### src/include/cc_err_regs.svh
// register indices, field positions, reset values and bus constants
`ifndef CC_ERR_REGS_SVH
`define CC_ERR_REGS_SVH
// register indices; byte address is four times the index
`define IDX_ERR_CONFIG     8'h6E
`define IDX_FAULT_INJECT   8'h6F
`define IDX_REMOTE_ADDR_1  8'h70
`define IDX_REMOTE_ADDR_2  8'h71
`define IDX_IRQ_STATUS     8'h7E
`define IDX_IRQ_MASK       8'h7F
// config fields
`define CFG_ENH_EN_BIT     0
`define CFG_DATA_CHK_BIT   1
`define CFG_SELF_ACK_BIT   2
`define CFG_TERM_CRC_BIT   4
`define CFG_RST            8'h20
`define CFG_WMASK          8'h37
// fault injection fields
`define FI_FORCE_BIT       6
`define FI_TYPE_HI         5
`define FI_TYPE_LO         3
`define FI_IDX_HI          2
`define FI_IDX_LO          0
`define FI_RST             8'h00
`define FI_WMASK           8'h3F
// remote address fields
`define RA_RST             8'h00
`define RA_WMASK           8'hFE
// interrupt status bits
`define IRQ_MISMATCH_BIT   0
`define IRQ_TERM_BIT       1
`define IRQ_INJECT_BIT     2
`define IRQ_WMASK          8'h07
// bus answers
`define RESP_OKAY          2'b00
`define RESP_DECERR        2'b11
`endif

### src/include/cc_err_pkg.sv
// types shared by the control channel error block and its bench
package cc_err_pkg;
  // error kinds that can be injected into a forward frame
  typedef enum logic [2:0] {
    ERR_NONE, ERR_CRC, ERR_SEQ, ERR_DROP, ERR_DATA_RND, ERR_DATA_B0, ERR_RSV6, ERR_RSV7
  } err_type_t;
  // one forward control channel byte
  typedef struct packed {
    logic       start;     // first byte of a transfer
    logic [7:0] data;
    logic       bad_crc;   // transmitter must corrupt the crc
    logic       skip_seq;  // transmitter must skip one sequence number
  } fwd_frame_t;
  // one acknowledge returned over the back channel
  typedef struct packed {
    logic [7:0] echo;      // data the partner echoed back
    logic       ack;       // 1 ack, 0 nack
    logic       crc_err;   // back channel crc error seen
  } ack_info_t;
endpackage

### src/verilog/cc_err_check.sv
// control channel error checking, fault injection and alias remap
`include "cc_err_regs.svh"
`default_nettype none
module cc_err_check #(
  parameter int ADDR_W = 10
) (
  // clock and reset
  input  wire logic                 aclk,
  input  wire logic                 aresetn,
  // axi4-lite register slave
  input  wire logic                 s_awvalid,
  output logic                      s_awready,
  input  wire logic [ADDR_W-1:0]    s_awaddr,
  input  wire logic                 s_wvalid,
  output logic                      s_wready,
  input  wire logic [31:0]          s_wdata,
  input  wire logic [3:0]           s_wstrb,
  output logic                      s_bvalid,
  input  wire logic                 s_bready,
  output logic [1:0]                s_bresp,
  input  wire logic                 s_arvalid,
  output logic                      s_arready,
  input  wire logic [ADDR_W-1:0]    s_araddr,
  output logic                      s_rvalid,
  input  wire logic                 s_rready,
  output logic [31:0]               s_rdata,
  output logic [1:0]                s_rresp,
  // forward bytes in from the local i2c side and out to the link
  input  wire logic                 fwd_in_valid,
  input  wire cc_err_pkg::fwd_frame_t fwd_in,
  output logic                      fwd_out_valid,
  output cc_err_pkg::fwd_frame_t    fwd_out,
  // acknowledges back from the partner and out to the local host
  input  wire logic                 ack_in_valid,
  input  wire cc_err_pkg::ack_info_t ack_in,
  output logic                      ack_out_valid,
  output logic                      ack_out,
  output logic                      terminate,
  // remote read start
  input  wire logic                 rd_start,
  output logic                      rd_self_ack,
  // alias remap: hit is 0 none, 1 slot one, 2 slot two
  input  wire logic                 addr_in_valid,
  input  wire logic [6:0]           addr_in,
  input  wire logic [1:0]           alias_hit,
  output logic                      addr_out_valid,
  output logic [6:0]                addr_out,
  // interrupt
  output logic                      irq
);
  import cc_err_pkg::*;

  // mask for one flipped data bit; random pick spreads over bits 1..7
  function automatic logic [7:0] flip_mask(input err_type_t t, input logic [2:0] rnd);
    logic [7:0] m;
    m = 8'h00;
    case (t)
      ERR_DATA_RND: m = 8'h01 << ((rnd == 3'd0) ? 3'd1 : rnd);
      ERR_DATA_B0:  m = 8'h01;
      default:      m = 8'h00;
    endcase
    return m;
  endfunction

  // register index from a byte address, word aligned
  function automatic logic [7:0] reg_idx(input logic [ADDR_W-1:0] a);
    return a[9:2];
  endfunction

  // ---------------- register and bus state ----------------
  logic [7:0]        cfg_q, cfg_d;            // error config
  logic [7:0]        fi_q, fi_d;              // fault injection, force bit never stored
  logic [7:0]        ra1_q, ra1_d;            // remote address slot 1
  logic [7:0]        ra2_q, ra2_d;            // remote address slot 2
  logic [7:0]        sts_q, sts_d;            // sticky events
  logic [7:0]        msk_q, msk_d;            // event mask
  logic              aw_have_q, aw_have_d;    // write address held
  logic              w_have_q, w_have_d;      // write data held
  logic [ADDR_W-1:0] awaddr_q, awaddr_d;
  logic [31:0]       wdata_q, wdata_d;
  logic              wstrb0_q, wstrb0_d;
  logic              bvalid_q, bvalid_d;
  logic [1:0]        bresp_q, bresp_d;
  logic              rvalid_q, rvalid_d;
  logic [31:0]       rdata_q, rdata_d;
  logic [1:0]        rresp_q, rresp_d;
  logic              irq_q, irq_d;
  logic              force_wr;                // pulse: force bit written as one
  logic [7:0]        ev;                      // events raised by the datapath this cycle

  // bus slave, register writes and reads
  always_comb begin
    logic [7:0] widx;
    logic [7:0] ridx;
    logic       wr;
    widx       = reg_idx(awaddr_q);
    ridx       = reg_idx(s_araddr);
    wr         = aw_have_q && w_have_q && !bvalid_q;
    cfg_d      = cfg_q;
    fi_d       = fi_q;
    ra1_d      = ra1_q;
    ra2_d      = ra2_q;
    msk_d      = msk_q;
    force_wr   = 1'b0;
    aw_have_d  = aw_have_q;
    w_have_d   = w_have_q;
    awaddr_d   = awaddr_q;
    wdata_d    = wdata_q;
    wstrb0_d   = wstrb0_q;
    bvalid_d   = bvalid_q;
    bresp_d    = bresp_q;
    rvalid_d   = rvalid_q;
    rdata_d    = rdata_q;
    rresp_d    = rresp_q;
    // capture address and data in either order
    if (s_awvalid && !aw_have_q) begin
      aw_have_d = 1'b1;
      awaddr_d  = s_awaddr;
    end
    if (s_wvalid && !w_have_q) begin
      w_have_d = 1'b1;
      wdata_d  = s_wdata;
      wstrb0_d = s_wstrb[0];
    end
    // sticky bits: a new event wins over a same-cycle clear
    sts_d = sts_q;
    if (wr && wstrb0_q && widx == `IDX_IRQ_STATUS) begin
      sts_d = sts_q & ~wdata_q[7:0];
    end
    sts_d = (sts_d | ev) & `IRQ_WMASK;
    // commit a write once both halves are here
    if (wr) begin
      aw_have_d = 1'b0;
      w_have_d  = 1'b0;
      bvalid_d  = 1'b1;
      bresp_d   = `RESP_OKAY;
      case (widx)
        `IDX_ERR_CONFIG: begin
          if (wstrb0_q) cfg_d = (wdata_q[7:0] & `CFG_WMASK);
        end
        `IDX_FAULT_INJECT: begin
          if (wstrb0_q) begin
            fi_d     = wdata_q[7:0] & `FI_WMASK;
            force_wr = wdata_q[`FI_FORCE_BIT];
          end
        end
        `IDX_REMOTE_ADDR_1: begin
          if (wstrb0_q) ra1_d = wdata_q[7:0] & `RA_WMASK;
        end
        `IDX_REMOTE_ADDR_2: begin
          if (wstrb0_q) ra2_d = wdata_q[7:0] & `RA_WMASK;
        end
        `IDX_IRQ_STATUS: begin
          bresp_d = `RESP_OKAY;
        end
        `IDX_IRQ_MASK: begin
          if (wstrb0_q) msk_d = wdata_q[7:0] & `IRQ_WMASK;
        end
        default: bresp_d = `RESP_DECERR;
      endcase
    end
    if (bvalid_q && s_bready) bvalid_d = 1'b0;
    // reads answer one cycle after they are taken
    if (s_arvalid && !rvalid_q) begin
      rvalid_d = 1'b1;
      rresp_d  = `RESP_OKAY;
      rdata_d  = 32'h0000_0000;
      case (ridx)
        `IDX_ERR_CONFIG:    rdata_d[7:0] = cfg_q;
        `IDX_FAULT_INJECT:  rdata_d[7:0] = fi_q;            // force bit reads zero
        `IDX_REMOTE_ADDR_1: rdata_d[7:0] = ra1_q;
        `IDX_REMOTE_ADDR_2: rdata_d[7:0] = ra2_q;
        `IDX_IRQ_STATUS:    rdata_d[7:0] = sts_q;
        `IDX_IRQ_MASK:      rdata_d[7:0] = msk_q;
        default:            rresp_d      = `RESP_DECERR;
      endcase
    end else if (rvalid_q && s_rready) begin
      rvalid_d = 1'b0;
    end
    irq_d = |(sts_d & msk_d);
  end

  // register the bus and register state
  always_ff @(posedge aclk) begin
    if (!aresetn) begin
      cfg_q     <= `CFG_RST;
      fi_q      <= `FI_RST;
      ra1_q     <= `RA_RST;
      ra2_q     <= `RA_RST;
      sts_q     <= 8'h00;
      msk_q     <= 8'h00;
      aw_have_q <= 1'b0;
      w_have_q  <= 1'b0;
      awaddr_q  <= '0;
      wdata_q   <= 32'h0000_0000;
      wstrb0_q  <= 1'b0;
      bvalid_q  <= 1'b0;
      bresp_q   <= `RESP_OKAY;
      rvalid_q  <= 1'b0;
      rdata_q   <= 32'h0000_0000;
      rresp_q   <= `RESP_OKAY;
      irq_q     <= 1'b0;
    end else begin
      cfg_q     <= cfg_d;
      fi_q      <= fi_d;
      ra1_q     <= ra1_d;
      ra2_q     <= ra2_d;
      sts_q     <= sts_d;
      msk_q     <= msk_d;
      aw_have_q <= aw_have_d;
      w_have_q  <= w_have_d;
      awaddr_q  <= awaddr_d;
      wdata_q   <= wdata_d;
      wstrb0_q  <= wstrb0_d;
      bvalid_q  <= bvalid_d;
      bresp_q   <= bresp_d;
      rvalid_q  <= rvalid_d;
      rdata_q   <= rdata_d;
      rresp_q   <= rresp_d;
      irq_q     <= irq_d;
    end
  end

  // ---------------- forward path with fault injection ----------------
  logic       pend_q, pend_d;          // armed, waiting for next transfer start
  logic       act_q, act_d;            // armed inside the current transfer
  logic [2:0] cnt_q, cnt_d;            // byte number within transfer
  logic       past8_q, past8_d;        // beyond the first eight bytes
  logic [2:0] rnd_q, rnd_d;            // pseudo random bit pick
  logic       fvalid_q, fvalid_d;
  fwd_frame_t fout_q, fout_d;
  logic [7:0] sent_q, sent_d;          // last byte sent, for echo compare
  logic       inj_ev;

  // pick the byte and corrupt it once
  always_comb begin
    err_type_t  et;
    logic       s;
    logic [2:0] n;
    logic       p8;
    et       = err_type_t'(fi_q[`FI_TYPE_HI:`FI_TYPE_LO]);
    s        = 1'b0;                                       // no byte, no start
    n        = 3'd0;
    p8       = 1'b0;
    pend_d   = pend_q | force_wr;
    act_d    = act_q;
    cnt_d    = cnt_q;
    past8_d  = past8_q;
    rnd_d    = {rnd_q[1:0], rnd_q[2] ^ rnd_q[1]};
    fvalid_d = 1'b0;
    fout_d   = fout_q;
    sent_d   = sent_q;
    inj_ev   = 1'b0;
    if (fwd_in_valid) begin
      s  = fwd_in.start;
      n  = s ? 3'd0 : cnt_q;
      p8 = s ? 1'b0 : past8_q;
      // arming moves to the transfer that starts after the write
      if (s) begin
        act_d  = pend_q;
        pend_d = force_wr;
      end
      fvalid_d = 1'b1;
      fout_d   = fwd_in;
      fout_d.bad_crc  = 1'b0;
      fout_d.skip_seq = 1'b0;
      if ((s ? pend_q : act_q) && !p8 && n == fi_q[`FI_IDX_HI:`FI_IDX_LO]) begin
        act_d  = 1'b0;
        inj_ev = 1'b1;
        case (et)
          ERR_CRC:      fout_d.bad_crc  = 1'b1;
          ERR_SEQ:      fout_d.skip_seq = 1'b1;
          ERR_DROP:     fvalid_d        = 1'b0;
          ERR_DATA_RND,
          ERR_DATA_B0:  fout_d.data     = fwd_in.data ^ flip_mask(et, rnd_q);
          default:      inj_ev          = 1'b0;
        endcase
      end
      sent_d  = fwd_in.data;
      cnt_d   = n + 3'd1;
      past8_d = p8 | (n == 3'd7);
    end
  end

  // register the forward path
  always_ff @(posedge aclk) begin
    if (!aresetn) begin
      pend_q   <= 1'b0;
      act_q    <= 1'b0;
      cnt_q    <= 3'd0;
      past8_q  <= 1'b0;
      rnd_q    <= 3'b001;
      fvalid_q <= 1'b0;
      fout_q   <= '0;
      sent_q   <= 8'h00;
    end else begin
      pend_q   <= pend_d;
      act_q    <= act_d;
      cnt_q    <= cnt_d;
      past8_q  <= past8_d;
      rnd_q    <= rnd_d;
      fvalid_q <= fvalid_d;
      fout_q   <= fout_d;
      sent_q   <= sent_d;
    end
  end

  // ---------------- acknowledge checks, self ack, remap ----------------
  logic       avalid_q, avalid_d;
  logic       ack_q, ack_d;
  logic       term_q, term_d;
  logic       sack_q, sack_d;
  logic       rvld_q, rvld_d;
  logic [6:0] raddr_q, raddr_d;
  logic       mism;

  // compare the echo, override the ack, decide termination, remap
  always_comb begin
    logic enh;
    enh  = cfg_q[`CFG_ENH_EN_BIT];
    mism = ack_in_valid && cfg_q[`CFG_DATA_CHK_BIT] && (ack_in.echo != sent_q);
    avalid_d = ack_in_valid;
    ack_d    = ack_in.ack && !mism;
    term_d   = ack_in_valid && enh &&
               (mism || (ack_in.crc_err && cfg_q[`CFG_TERM_CRC_BIT]));
    sack_d   = rd_start && cfg_q[`CFG_SELF_ACK_BIT];
    rvld_d   = addr_in_valid;
    case (alias_hit)
      2'd1:    raddr_d = ra1_q[7:1];
      2'd2:    raddr_d = ra2_q[7:1];
      default: raddr_d = addr_in;
    endcase
  end

  // register the acknowledge side
  always_ff @(posedge aclk) begin
    if (!aresetn) begin
      avalid_q <= 1'b0;
      ack_q    <= 1'b0;
      term_q   <= 1'b0;
      sack_q   <= 1'b0;
      rvld_q   <= 1'b0;
      raddr_q  <= 7'd0;
    end else begin
      avalid_q <= avalid_d;
      ack_q    <= ack_d;
      term_q   <= term_d;
      sack_q   <= sack_d;
      rvld_q   <= rvld_d;
      raddr_q  <= raddr_d;
    end
  end

  // events feeding the sticky status
  assign ev = {5'b0_0000, inj_ev, term_d, mism};

  // outputs, all from flops
  assign s_awready      = !aw_have_q;
  assign s_wready       = !w_have_q;
  assign s_bvalid       = bvalid_q;
  assign s_bresp        = bresp_q;
  assign s_arready      = !rvalid_q;
  assign s_rvalid       = rvalid_q;
  assign s_rdata        = rdata_q;
  assign s_rresp        = rresp_q;
  assign fwd_out_valid  = fvalid_q;
  assign fwd_out        = fout_q;
  assign ack_out_valid  = avalid_q;
  assign ack_out        = ack_q;
  assign terminate      = term_q;
  assign rd_self_ack    = sack_q;
  assign addr_out_valid = rvld_q;
  assign addr_out       = raddr_q;
  assign irq            = irq_q;
endmodule // cc_err_check
`default_nettype wire

### config.mk
export PLATFORM = sky130hd
export DESIGN_NAME = cc_err_check
export DESIGN_NICKNAME = d
export VERILOG_FILES = /design/src/include/cc_err_pkg.sv /design/src/verilog/cc_err_check.sv
export VERILOG_INCLUDE_DIRS = /design/src /design/src/include
export SDC_FILE = /design/constraint.sdc
export NUM_CORES = 1
export LEC_CHECK = 0
export BUFFER_PORTS_ARGS = -buffer_cell sky130_fd_sc_hd__buf_4
export CAP_MARGIN = 40
export CORE_MARGIN = 2
export CORE_UTILIZATION = 40
export DETAILED_ROUTE_END_ITERATION = 7
export GPL_ROUTABILITY_DRIVEN = 0
export PLACE_DENSITY = 0.72
export SLEW_MARGIN = 0
export SYNTH_ARGS = -nofsm -noshare
export SYNTH_HDL_FRONTEND = slang
export SYNTH_SLANG_ARGS = --single-unit
### constraint.sdc
create_clock -name aclk -period 5 [get_ports aclk]
set_input_delay 1 -clock aclk [delete_from_list [all_inputs] [get_ports aclk]]
set_output_delay 1 -clock aclk [all_outputs]
set_load 0.01 [all_outputs]
==> flow_metrics.py <==
metrics = {
    "synth": {
        "ys.flop_type": "dfxtp_1",
        "synthMuxAreaShare_pct": 10.4,
        "synthAdderAreaFrac_pct": 1.07,
        "postSynthAreaPerCell_um2": 8.63,
        "syn_inst": 544,
        "yosys_register_bits": 104,
        "async_reset_ff_share_pct": 0,
        "synth_xor_area_share_pct": 1.87,
        "synth.distinct_cells": 53,
        "yosys.area_share.simple_pct": 21.1,
        "synth-compound-area-share_pct": 13.4,
        "syn_area_mm2": 0.00470,
        "ys.warnings.count": 0,
        "synth_top_family_by_area": "simple AND/OR/NAND/NOR gates",
        "synth_edf_count": 0,
        "ys_seq_area_share_pct": 44.3,
    },
    "grt": {
        "busiest_layer": "met2",
        "antenna_found_initial": 0,
        "grt_max_degree": 45,
        "grt_pass1_wl_mm": 18.8,
        "grt.met2_usage_pct": 30.0,
        "grt_pass1_vias": 3825,
        "grtUsageMet3_pct": 3.78,
        "grt_overflow": 0,
        "gr-usage-all-layers_pct": 18.2,
        "grt_use_met1_pct": 23.5,
    },
    "timing": {
        "setup-violations-final": 0,
        "hold_violations": 0,
        "finalClockSkew_ns": 0.00535,
        "fin_crit_ns": 2.54,
        "tightest_slew_ns": 0.889,
        "drv_slew": 0,
        "period_share_pct": 50.8,
        "setup_ws_ns": 2.46,
        "rsz0062_at_grt": "no",
        "fin_tns_setup_ns": 0,
        "whs_ns": 0.459,
        "fmax_mhz": 394,
        "relSlewSlack_pct": 40.2,
    },
    "routing": {
        "drc_errors": 0,
        "drtIter0Drc": 248,
        "postRouteWirelength_mm": 11.5,
        "post_drt_wl_per_cell_um": 14.8,
        "viasPerCell": 5.18,
        "dr.pass1.iters": 4,
        "ant_nets": 0,
        "vias": 4039,
    },
    "cells_and_area": {
        "num-nets-final": 733,
        "area_delta_synth_final_pct": 22.5,
        "n_antenna_cell": 0,
        "drive_above_1_share_pct": 20.4,
        "fill_cells": 1104,
    },
    "floorplan": {
        "rows": 39,
        "core-area_mm2": 0.0114,
        "die_w_um": 112,
        "die_y_um": 112,
        "ios": 163,
        "initial_core_util_pct": 41.1,
        "die_area_mm2": 0.0126,
    },
    "pwr": {
        "seqPwrFrac_pct": 49.6,
        "clkPwrFrac_pct": 40.2,
        "p_sw_share_pct": 24.9,
        "power_density_mw_per_mm2": 309,
        "power_mw": 1.78,
        "combPwrFrac_pct": 10.2,
        "p_int_mw": 1.34,
        "power.switching_mw": 0.443,
        "irDropWorstVdd_v": 0.000141,
        "leakage_nw": 2.31,
    },
    "cts": {
        "cts_resized": 0,
        "cts_max_path_buffers": 2,
        "clkLatencyLatePin_ns": 0.35,
        "cts_setup_buffers": 0,
        "htreeDepth": 3,
        "clkTransAtPathRegs_ns": 0.07,
        "cts.sinks": 104,
        "cts_tree": "done",
        "cts_hold_buf": 0,
        "cts_buffers": 9,
        "cts-root-buf": "clkbuf_16",
    },
    "setup_path": {
        "start_kind": "input pin",
        "cp_common_cell": "or4_1",
        "critPathMaxFanout": 21,
        "worst-endpoint-arrival_ns": 2.82,
        "slowest_stage": "or4_1",
        "cp_slowest_stage_delay_ns": 0.57,
        "cp_top_family": "simple AND/OR/NAND/NOR gates",
        "end_kind": "register",
        "required_ns": 5.28,
        "crit_buf_inv": 1,
        "crit_type": "in -> reg",
        "cp_cell_sequence": "buf_4 -> or4_1 -> a32o_1 -> or4_1 -> a21oi_1",
    },
    "min_path": {
        "hp-class": "reg -> reg",
    },
    "run_status": {
        "status": "finished clean",
    },
    "placed_design": {
        "dp_slack_ns": 2.11,
        "portBuffers": 105,
        "dp_hpwl_mm": 8.36,
    },
    "flow_run": {
        "maxCapViolCount": 0,
    },
}
==> power by group through the flow <==
stage	logic [mW]	registers (mW)	clock network (mW)
floorplan	0.109	0.900	0
global placement	0.177	0.900	0
detailed placement	0.181	0.902	0
CTS	0.182	0.883	0.726
global route	0.201	0.887	0.766
finish	0.182	0.883	0.715
==> synth_stat cells, types with 7 or more instances <==
| cell | number | share of area [%] |
|---|---|---|
| clkbuf_1 | 22 | 1.8 |
| dfxtp_1 | 104 | 44 |
| and2_1 | 7 | 0.93 |
| nand2_1 | 57 | 4.6 |
| xor2_1 | 8 | 1.5 |
| mux2i_1 | 42 | 9.0 |
| nand3_1 | 10 | 1.1 |
| o21ai_0 | 16 | 1.7 |
| nand2b_1 | 7 | 0.93 |
| a21oi_1 | 38 | 4.1 |
| inv_1 | 15 | 1.2 |
| nor4_1 | 8 | 1.1 |
| nor3_1 | 9 | 0.96 |
| nor2_1 | 78 | 6.2 |
| buf_4 | 26 | 4.2 |
| a22oi_1 | 12 | 1.9 |
==> tightest hold or removal path, stage by stage, from the launching register on <==
cell	delay, ns
dfxtp_1	0.31
nand2_1	0.05
a21oi_1	0.05
==> metrics by stage <==
stage / cell area, µm² / utilization [%] / cells
3_5_place_dp: 5450 / 47.7 / 763
3_3_place_gp: 5450 / 47.7 / 763
6_report: 5750 / 50.4 / 780
5_1_grt: 5750 / 50.4 / 780
4_1_cts: 5750 / 50.3 / 779
2_1_floorplan: 4780 / - / 567
==> worst paths after layout <==
check	startpoint	end	slack, ns	cells after the start
setup / recovery	fwd_in[10]	fwd_out[7]	2.46	5
hold / removal	s_rdata[0]	s_rdata[0]	0.46	2
setup reg to reg	s_bvalid	ra2_q[7]	2.78	5
hold reg to reg	s_rdata[0]	s_rdata[0]	0.46	2
==> cell families after synthesis <==
logic type,count (synthesis)
xor+xnor,10
simple gates,211
buf+inv,69
flops,104
compound gates,99
fa+ha+maj,4
mux,46
other cells,1
==> layout by cell type (no fill, tap or decap), types with 3 or more instances in the layout <==
cell       synthesis  final
a211oi_1           4      4
a21oi_1           38     38
a221oi_1           3      3
a22oi_1           12     12
a31oi_1            4      4
and2_1             7      7
buf_4             26    107
clkbuf_16          0      9
conb_1             1     24
dfxtp_1          104    104
ha_1               4      4
inv_1             15     15
mux2i_1           42     42
nand2_1           57     57
nand2b_1           7      7
nand3_1           10     10
nand3b_1           6      6
nand4_1            5      5
nand4b_1           3      3
nor2_1            78     78
nor2b_1            6      6
nor3_1             9      9
nor4_1             8      8
o21ai_0           16     16
o311ai_0           3      3
o31ai_1            5      5
or4_1              6      6
xor2_1             8      8
==> area by class of cell <==
type | instances | area (µm²) | area share, %
inverters | 16 | 60.1 | 1.04
flip-flops and latches | 104 | 2080 | 36.2
multi-input cells | 394 | 2330 | 40.6
well taps | 143 | 179 | 3.11
clock buffers | 11 | 233 | 4.04
clock inverters | 5 | 63.8 | 1.11
repair buffers | 107 | 803 | 14.0
==> sequential cells by signal, indices dropped and copies added, names as in the netlist, 5 cells and up <==
name / count
s_rdata: 8
wdata_q: 8
fwd_out: 11
sent_q: 8
fi_q: 6
addr_out: 7
awaddr_q: 8
cfg_q: 5
ra1_q: 7
ra2_q: 7
==> per-layer routing <==
metal	vias up	share of wire (%)
met5	-	0
met4	0	1.9
met3	19	4.5
met2	104	49
met1	1895	45
li1	2021	-
No activity file was read; power rests on OpenSTA's default activity.
